<file path="src/common/cq_port_pkg.sv">
package cq_port_pkg;

   // Widths of the delivery port.
   localparam int MAX_WIDTH      = 256;
   localparam int MAX_DWORDS     = 8;
   localparam int MAX_BYTES      = 32;
   localparam int SIDEBAND_WIDTH = 85;
   localparam int CREDIT_WIDTH   = 6;
   localparam logic [5:0] CREDIT_MAX = 6'h20;

   // Register map, byte addresses of 32-bit words.
   localparam logic [7:0] CTRL_OFFSET      = 8'h00;
   localparam logic [7:0] STATUS_OFFSET    = 8'h04;
   localparam logic [7:0] POSTED_CNT_OFFSET = 8'h08;
   localparam logic [7:0] NP_CNT_OFFSET    = 8'h0c;

   // Control register fields and reset value.
   localparam int CTRL_ENABLE_BIT        = 0;
   localparam int CTRL_POSTED_FIRST_BIT  = 1;
   localparam logic [1:0] CTRL_RESET     = 2'h3;

   // Status register fields.
   localparam int STATUS_CREDIT_LSB  = 0;
   localparam int STATUS_BUSY_BIT    = 8;
   localparam int STATUS_NP_BIT      = 9;

   localparam logic [3:0] MASK_ALL_ONES = 4'hf;

   // One beat offered by an internal request queue.
   typedef struct packed {
      logic [255:0] data;
      logic [3:0]   dword_count;
      logic [31:0]  byte_valid;
      logic [3:0]   first_mask;
      logic [3:0]   last_mask;
      logic         mask_force;
      logic         zero_length;
      logic         has_payload;
      logic         read_error;
      logic         last;
   } req_beat_t;

   // Sideband vector as seen by the client, bit 0 at the bottom.
   typedef struct packed {
      logic [31:0] parity;
      logic [10:0] hint;
      logic        read_error;
      logic        start;
      logic [31:0] byte_valid;
      logic [3:0]  last_mask;
      logic [3:0]  first_mask;
   } sideband_t;

   typedef enum logic [1:0] {
      ARB_IDLE,
      ARB_POSTED,
      ARB_NONPOSTED
   } arb_state_t;

endpackage : cq_port_pkg

</file>
<file path="src/core/completer_request_stream_port.sv">
`timescale 1ns/1ps
`default_nettype none

// What this block does
// - Data width 64, 128 or 256 bits.
// - Unused upper data bits held zero.
// - 85-bit sideband valid only with valid.
// - End marker on each packet's final beat.
// - Contiguous dword valid bits, full except last.
// - Unused dword valid bits held zero.
// - Valid stays high through a whole packet.
// - Beat moves when valid and ready high.
// - Hold beat stable while ready is low.
// - Credit up per grant, down per non-posted packet.
// - Zero credit withholds non-posted, posted continue.
// - Six-bit credit level saturating at 32.
// - Credit level may lag the grant.
// - First dword mask, ones for forced cases.
// - Last dword mask, ones for forced cases.
// - Byte valid marks payload bytes only.
// - Byte valid contiguous beyond two dwords.
// - Zero-length write shows no valid bytes.
// - Unused byte valid bits held zero.
// - Start flag on each packet's first beat.
// - Read error only on payload last beat.
// - Odd parity per byte, unused zero.
module completer_request_stream_port #(
   parameter int DATA_WIDTH = 256
) (
   input  wire logic                  clk_i,
   input  wire logic                  rst_i,
   input  wire cq_port_pkg::req_beat_t posted_beat_i,
   input  wire logic                  posted_valid_i,
   output logic                       posted_ready_o,
   input  wire cq_port_pkg::req_beat_t nonposted_beat_i,
   input  wire logic                  nonposted_valid_i,
   output logic                       nonposted_ready_o,
   output logic [255:0]               request_stream_data_o,
   output logic [84:0]                request_stream_sideband_o,
   output logic                       request_stream_end_o,
   output logic [7:0]                 request_stream_dword_valid_o,
   output logic                       request_stream_valid_o,
   input  wire logic                  request_stream_ready_i,
   input  wire logic                  nonposted_credit_grant_i,
   output logic [5:0]                 nonposted_credit_level_o,
   input  wire logic                  wb_cyc_i,
   input  wire logic                  wb_stb_i,
   input  wire logic                  wb_we_i,
   input  wire logic [7:0]            wb_adr_i,
   input  wire logic [3:0]            wb_sel_i,
   input  wire logic [31:0]           wb_dat_i,
   output logic [31:0]                wb_dat_o,
   output logic                       wb_ack_o
);

   localparam int DWORDS = DATA_WIDTH / 32;
   localparam int BYTES  = DATA_WIDTH / 8;

   if (DATA_WIDTH != 64 && DATA_WIDTH != 128 && DATA_WIDTH != 256) begin : g_bad
      $error("DATA_WIDTH must be 64, 128 or 256.");
   end

   function automatic logic [255:0] data_mask();
      logic [255:0] m;
      m = '0;
      for (int i = 0; i < 256; i++) begin
         m[i] = (i < DATA_WIDTH);
      end
      return m;
   endfunction : data_mask

   function automatic logic [31:0] byte_mask();
      logic [31:0] m;
      m = '0;
      for (int i = 0; i < 32; i++) begin
         m[i] = (i < BYTES);
      end
      return m;
   endfunction : byte_mask

   // Dword valid bits grow from bit 0, so a short last beat stays contiguous.
   function automatic logic [7:0] keep_of(input logic [3:0] n);
      logic [7:0] k;
      k = '0;
      for (int i = 0; i < 8; i++) begin
         k[i] = (4'(i) < n) && (i < DWORDS);
      end
      return k;
   endfunction : keep_of

   function automatic logic [31:0] parity_of(input logic [255:0] d);
      logic [31:0] p;
      p = '0;
      for (int i = 0; i < 32; i++) begin
         p[i] = (i < BYTES) ? ~(^d[8*i +: 8]) : 1'b0;
      end
      return p;
   endfunction : parity_of

   localparam logic [255:0] DATA_MASK = data_mask();
   localparam logic [31:0]  BYTE_MASK = byte_mask();

   logic [1:0]                ctrl;
   logic [5:0]                credit;
   logic [31:0]               posted_count;
   logic [31:0]               np_count;
   cq_port_pkg::arb_state_t   state;
   logic                      load;
   logic                      pick_np;
   logic                      pick_posted;
   logic                      take;
   logic                      np_start;
   cq_port_pkg::req_beat_t    beat;
   cq_port_pkg::sideband_t    next_sideband;
   logic                      credit_up;
   logic [5:0]                next_credit;
   logic                      wb_hit;

   assign load = !request_stream_valid_o || request_stream_ready_i;

   // Posted traffic never waits on credit, so a stalled non-posted
   // queue cannot block writes behind it.
   always_comb begin
      pick_np     = 1'b0;
      pick_posted = 1'b0;
      case (state)
         cq_port_pkg::ARB_POSTED: begin
            pick_posted = 1'b1;
         end
         cq_port_pkg::ARB_NONPOSTED: begin
            pick_np = 1'b1;
         end
         cq_port_pkg::ARB_IDLE: begin
            if (ctrl[cq_port_pkg::CTRL_ENABLE_BIT]) begin
               if (nonposted_valid_i && credit != 6'h00 &&
                   !(posted_valid_i &&
                     ctrl[cq_port_pkg::CTRL_POSTED_FIRST_BIT])) begin
                  pick_np = 1'b1;
               end else begin
                  pick_posted = posted_valid_i;
               end
            end
         end
         default: begin
            pick_np     = 1'b0;
            pick_posted = 1'b0;
         end
      endcase
   end

   assign beat = pick_np ? nonposted_beat_i : posted_beat_i;
   assign take = load && ((pick_np && nonposted_valid_i) ||
                          (pick_posted && posted_valid_i));
   assign np_start = take && pick_np && state == cq_port_pkg::ARB_IDLE;

   always_comb begin
      posted_ready_o    = load && pick_posted;
      nonposted_ready_o = load && pick_np;
   end

   // The queues hold whole packets, so valid has no gap mid-packet.
   always_ff @(posedge clk_i) begin
      if (rst_i) begin
         state <= cq_port_pkg::ARB_IDLE;
      end else if (take) begin
         if (beat.last) begin
            state <= cq_port_pkg::ARB_IDLE;
         end else begin
            state <= pick_np ? cq_port_pkg::ARB_NONPOSTED
                             : cq_port_pkg::ARB_POSTED;
         end
      end
   end

   always_comb begin
      next_sideband            = '0;
      next_sideband.first_mask = beat.mask_force ? cq_port_pkg::MASK_ALL_ONES
                                                 : beat.first_mask;
      next_sideband.last_mask  = beat.mask_force ? cq_port_pkg::MASK_ALL_ONES
                                                 : beat.last_mask;
      next_sideband.byte_valid = beat.zero_length ? 32'h0000_0000
                                                  : beat.byte_valid & BYTE_MASK;
      next_sideband.start      = state == cq_port_pkg::ARB_IDLE;
      next_sideband.read_error = beat.read_error && beat.last &&
                                 beat.has_payload;
      next_sideband.hint       = '0;
      next_sideband.parity     = parity_of(beat.data & DATA_MASK);
   end

   always_ff @(posedge clk_i) begin
      if (rst_i) begin
         request_stream_valid_o <= 1'b0;
      end else if (load) begin
         request_stream_valid_o <= take;
      end
   end

   // Beat registers only move when the slot is empty or drained.
   always_ff @(posedge clk_i) begin
      if (rst_i) begin
         request_stream_data_o        <= '0;
         request_stream_sideband_o    <= '0;
         request_stream_end_o         <= 1'b0;
         request_stream_dword_valid_o <= '0;
      end else if (take) begin
         request_stream_data_o        <= beat.data & DATA_MASK;
         request_stream_sideband_o    <= next_sideband;
         request_stream_end_o         <= beat.last;
         request_stream_dword_valid_o <= keep_of(beat.dword_count);
      end
   end

   assign credit_up = nonposted_credit_grant_i &&
                      (credit != cq_port_pkg::CREDIT_MAX || np_start);

   always_comb begin
      next_credit = credit;
      if (credit_up && !np_start) begin
         next_credit = credit + 6'h01;
      end else if (!credit_up && np_start) begin
         next_credit = credit - 6'h01;
      end
   end

   always_ff @(posedge clk_i) begin
      if (rst_i) begin
         credit <= '0;
      end else begin
         credit <= next_credit;
      end
   end

   always_ff @(posedge clk_i) begin
      if (rst_i) begin
         nonposted_credit_level_o <= '0;
      end else begin
         nonposted_credit_level_o <= credit;
      end
   end

   always_ff @(posedge clk_i) begin
      if (rst_i) begin
         posted_count <= '0;
         np_count     <= '0;
      end else if (take && state == cq_port_pkg::ARB_IDLE) begin
         if (pick_np) begin
            np_count <= np_count + 32'h0000_0001;
         end else begin
            posted_count <= posted_count + 32'h0000_0001;
         end
      end
   end

   // Classic Wishbone slave answering every access in one cycle.
   assign wb_hit = wb_cyc_i && wb_stb_i && !wb_ack_o;

   always_ff @(posedge clk_i) begin
      if (rst_i) begin
         wb_ack_o <= 1'b0;
      end else begin
         wb_ack_o <= wb_hit;
      end
   end

   always_ff @(posedge clk_i) begin
      if (rst_i) begin
         ctrl <= cq_port_pkg::CTRL_RESET;
      end else if (wb_cyc_i && wb_stb_i && wb_ack_o && wb_we_i &&
                   wb_sel_i[0] &&
                   wb_adr_i == cq_port_pkg::CTRL_OFFSET) begin
         ctrl <= wb_dat_i[1:0];
      end
   end

   always_ff @(posedge clk_i) begin
      if (rst_i) begin
         wb_dat_o <= '0;
      end else if (wb_hit && !wb_we_i) begin
         case (wb_adr_i)
            cq_port_pkg::CTRL_OFFSET: begin
               wb_dat_o <= {30'h0, ctrl};
            end
            cq_port_pkg::STATUS_OFFSET: begin
               wb_dat_o <= {22'h0, state == cq_port_pkg::ARB_NONPOSTED,
                            state != cq_port_pkg::ARB_IDLE, 2'h0, credit};
            end
            cq_port_pkg::POSTED_CNT_OFFSET: begin
               wb_dat_o <= posted_count;
            end
            cq_port_pkg::NP_CNT_OFFSET: begin
               wb_dat_o <= np_count;
            end
            default: begin
               wb_dat_o <= 32'h0000_0000;
            end
         endcase
      end else begin
         wb_dat_o <= 32'h0000_0000;
      end
   end

endmodule : completer_request_stream_port

`default_nettype wire

</file>
<file path="config.mk">
export PLATFORM = sky130hd
export DESIGN_NAME = completer_request_stream_port
export DESIGN_NICKNAME = d
export VERILOG_FILES = /design/src/common/cq_port_pkg.sv /design/src/core/completer_request_stream_port.sv
export SDC_FILE = /design/constraint.sdc
export NUM_CORES = 1
export LEC_CHECK = 0
export BUFFER_PORTS_ARGS = -buffer_cell sky130_fd_sc_hd__buf_2
export CORE_AREA = 4 4 414 416
export DETAILED_ROUTE_END_ITERATION = 8
export DIE_AREA = 0 0 418 420
export GPL_TIMING_DRIVEN = 1
export PLACE_DENSITY = 0.35
export SLEW_MARGIN = 25
export SYNTH_ARGS = -nofsm -noshare
export SYNTH_HDL_FRONTEND = slang
export SYNTH_SLANG_ARGS = --single-unit
export TNS_END_PERCENT = 10
</file>
<file path="constraint.sdc">
create_clock -name clk_i -period 6.4 [get_ports clk_i]
set_input_delay 1.28 -clock clk_i [delete_from_list [all_inputs] [get_ports clk_i]]
set_output_delay 1.28 -clock clk_i [all_outputs]
set_load 0.02 [all_outputs]
</file>
==> impl_results.md <==
- Status: finished clean
- Leakage Power: ~14 nW
- GP Congestion: between 0.8 and 0.9
- Number of cells on the worst reg-to-reg path: 8
- Clk_lat worst skew: 660 ps
- Fmax: 254 MHz
- Vias in the first global route: between 20000 and 25000
- Starting Density: 14.0%
- Via count: between 20000 and 25000
- FFs w/ async S/R, synth: 0%
- Iteration-0 DRC count of the detailed router: ~1400
- Dpl hpwl: around 100000 µm
- CTS Hold Bufs: 0
- Cells after synthesis: between 2000 and 3000
- FF-to-FF Start: credit[0]$_SDFFE_PP0P_
- Pre-CTS setup slack: about 2100 ps
- Setup TNS: 0 ps
- Power Dens Cells: 353 nW/µm²
- Register area share after synthesis: 38.6%
- Remaining global-route overflow: 0
- Fin util: roughly 20%
- Multi-input gate area: 13500 µm²
- Die X: between 400 and 500 µm
- Filler cells: between 15000 and 20000
- # clock sinks: between 400 and 500
- Pwr Total: ~12 mW
- Clk slew on worst S/H paths: approximately 60 ps
- EDFF count, synth: 0
- CTS tree: built
- Synth Register Bits: 453
- Initial antenna violation count: 20
- Combinational family with the most area after synthesis: simple AND/OR/NAND/NOR gates
- Mapped Avg Cell Area: 8.24 µm²
- Synth Flop Type: dfxtp_1
- Register area: just over 9000 µm²
- CP Launch Point: posted_valid_i
- Most common cell after layout, fill and taps aside: buf_2
- Gr usage total: 14.3%
- CP Capture Type: primary output
- Share of cells above drive strength 1: 30.8%
- First drt pass iteration count: 6
- Adder-cell share of the synthesized area: 0.458%
- Area delta synth->final: 40.6%
- Simple-Gate Fraction of Synth Area: 21.0%
- Worst Path Arrival: roughly 2700 ps
- Crit path launch type: input pin
- Core area: 167000 µm²
- Residual DRC count: 0
- Post_cts resized: 0
- Slew at the pin closest to its max-slew limit: between 1000 and 1500 ps
- Worst Skew: between 30 and 40 ps
- Worst Path Required: just over 5000 ps
- Setup slack after layout: around 2500 ps
- Post-synthesis mux area share: about 3%
- Wire per inst: ~22 µm
- RSZ-0062 raised after global routing: no
- Num CTS Buffers: 66
- Post-route ant nets: 0
- Synthesized area: 23500 µm²
- First-pass GRT wire length: ~180000 µm
- Commonest cells after routing, fill and taps aside: buf_2, nand2_1, dfxtp_1
- Row cnt: 150
- Synthesis warning total: 0
- R2R Path End: request_stream_data_o[184]$_SDFFE_PP0N_
- Min-delay worst type: reg -> reg
- Root Buffer: clkbuf_16
- H-tree depth: 3
- CP Class: in -> out
- Fin. max-slew vios: 0
- Unique cell type count in the Yosys netlist: 57
- MaxCap Viol Count: 0
- Placed inst area: about 31000 µm²
- # IOs: 1055
- Maximum clock path buffer count: 3
- Final setup vio count: 0
- Synth Area in Compound Gates: a little over an eighth
- Nets@finish: roughly 4400
- DIE AREA: roughly 180000 µm²
- Largest net degree at the start of global routing: around 140
- Port buffer count: roughly 1000
- R2r setup slk: 2800 ps
- CP endpoint: nonposted_ready_o
- Setup bufs post-CTS: 0
- Design area: 33000 µm²
- Peak supply drop: ~150 µV
- Final min period: 3940 ps
- Final Hold Vio Count: 0
- Synth Area in XOR/XNOR: between 10% and 20%
- Via density: approximately 4.0
- Rel. slew slack: 31.8%
- Critical-path maximum fanout: 6
- Die height: 420 µm
- Crit share post-route: about three fifths
- Final WL: 132000 µm
==> sequential cells by signal (all words and copies together), names as in the netlist <==
register and cells:
credit 6, ctrl 2, posted_count 32, request_stream_sideband_o 74, state 2, request_stream_dword_valid_o 8
nonposted_credit_level_o 6, request_stream_valid_o 1, wb_dat_o 32, request_stream_data_o 256, np_count 32, wb_ack_o 1
request_stream_end_o 1
==> cell families (layout without fill, tap and decap cells) <==
group,count (synthesis),count (layout)
simple gates,1189,1189
compound gates,391,391
other cells,1,20
fa+ha+maj,8,8
buf+inv,232,1178
mux,66,66
xor+xnor,510,510
flops,453,453
==> power by group <==
part / leakage (nW) / internal, mW / switching, mW
Combinational: 8.96 / 1.45 / 2.88
Clock: 1.03 / 2.17 / 1.56
Sequential: 3.73 / 3.31 / 0.289
==> metal layers <==
metal	GRT usage, %	vias to the layer above	part of all wire, %
met5	0	-	0.026
met4	3.22	8	2.0
met3	4.19	139	6.8
met2	25.4	692	51
met1	16.9	11420	41
li1	-	11571	-
==> area by class of cell <==
class / count / share of cell area, %
diodes: 9 / 0.0682
clock buffers: 90 / 5.49
clock inverters: 25 / 0.981
inverters: 14 / 0.159
multi-input cells: 2175 / 40.9
flip-flops and latches: 453 / 27.5
well taps: 2204 / 8.35
repair buffers: 1049 / 16.6
==> Yosys cell counts, types with 11 or more instances <==
master	number	area share, %
buf_2	58	1.2
nand2_1	558	8.9
nor2b_1	14	0.37
xnor2_1	440	16
nor4_1	20	0.53
xor2_1	70	2.6
dfxtp_1	453	39
inv_1	14	0.22
and4_1	11	0.41
clkbuf_1	134	2.1
nand4_1	25	0.67
nor3_1	42	0.89
o2bb2ai_1	32	1.2
a21oi_1	26	0.55
nand3_1	25	0.53
a311oi_1	260	9.7
buf_4	11	0.35
mux2i_1	58	2.5
a211oi_1	35	1.1
nor2_1	451	7.2
buf_1	14	0.22
==> stage by stage <==
| stage | hold slack (ps) | instances |
|---|---|---|
| final | 451 | 6019 |
| after global routing | 474 | 6016 |
| after CTS | 454 | 6010 |
| after detailed placement | 442 | 5895 |
| after global placement | 440 | 5895 |
| after floorplan | 463 | 2860 |
==> worst min path at each step <==
stage                                            startpoint                                           end  slack [ps]  cells after the start
3_5_place_dp     request_stream_sideband_o[34]$_SDFFE_PP0N_    request_stream_sideband_o[34]$_SDFFE_PP0N_         440                      1
5_1_grt          request_stream_sideband_o[26]$_SDFFE_PP0N_    request_stream_sideband_o[26]$_SDFFE_PP0N_         470                      1
6_report       request_stream_dword_valid_o[3]$_SDFFE_PP0N_  request_stream_dword_valid_o[3]$_SDFFE_PP0N_         450                      2
3_3_place_gp     request_stream_sideband_o[33]$_SDFFE_PP0N_    request_stream_sideband_o[33]$_SDFFE_PP0N_         440                      1
4_1_cts        request_stream_dword_valid_o[3]$_SDFFE_PP0N_  request_stream_dword_valid_o[3]$_SDFFE_PP0N_         450                      2
2_1_floorplan                      np_count[1]$_SDFFE_PP0P_                      np_count[1]$_SDFFE_PP0P_         460                      2
==> worst max-delay path: stages <==
cell and delay (ps):
buf_2 130, a21oi_1 430, and2_1 380, nor2_4 90
nor2_1 100, buf_2 240
No activity file was read; power rests on OpenSTA's default activity.
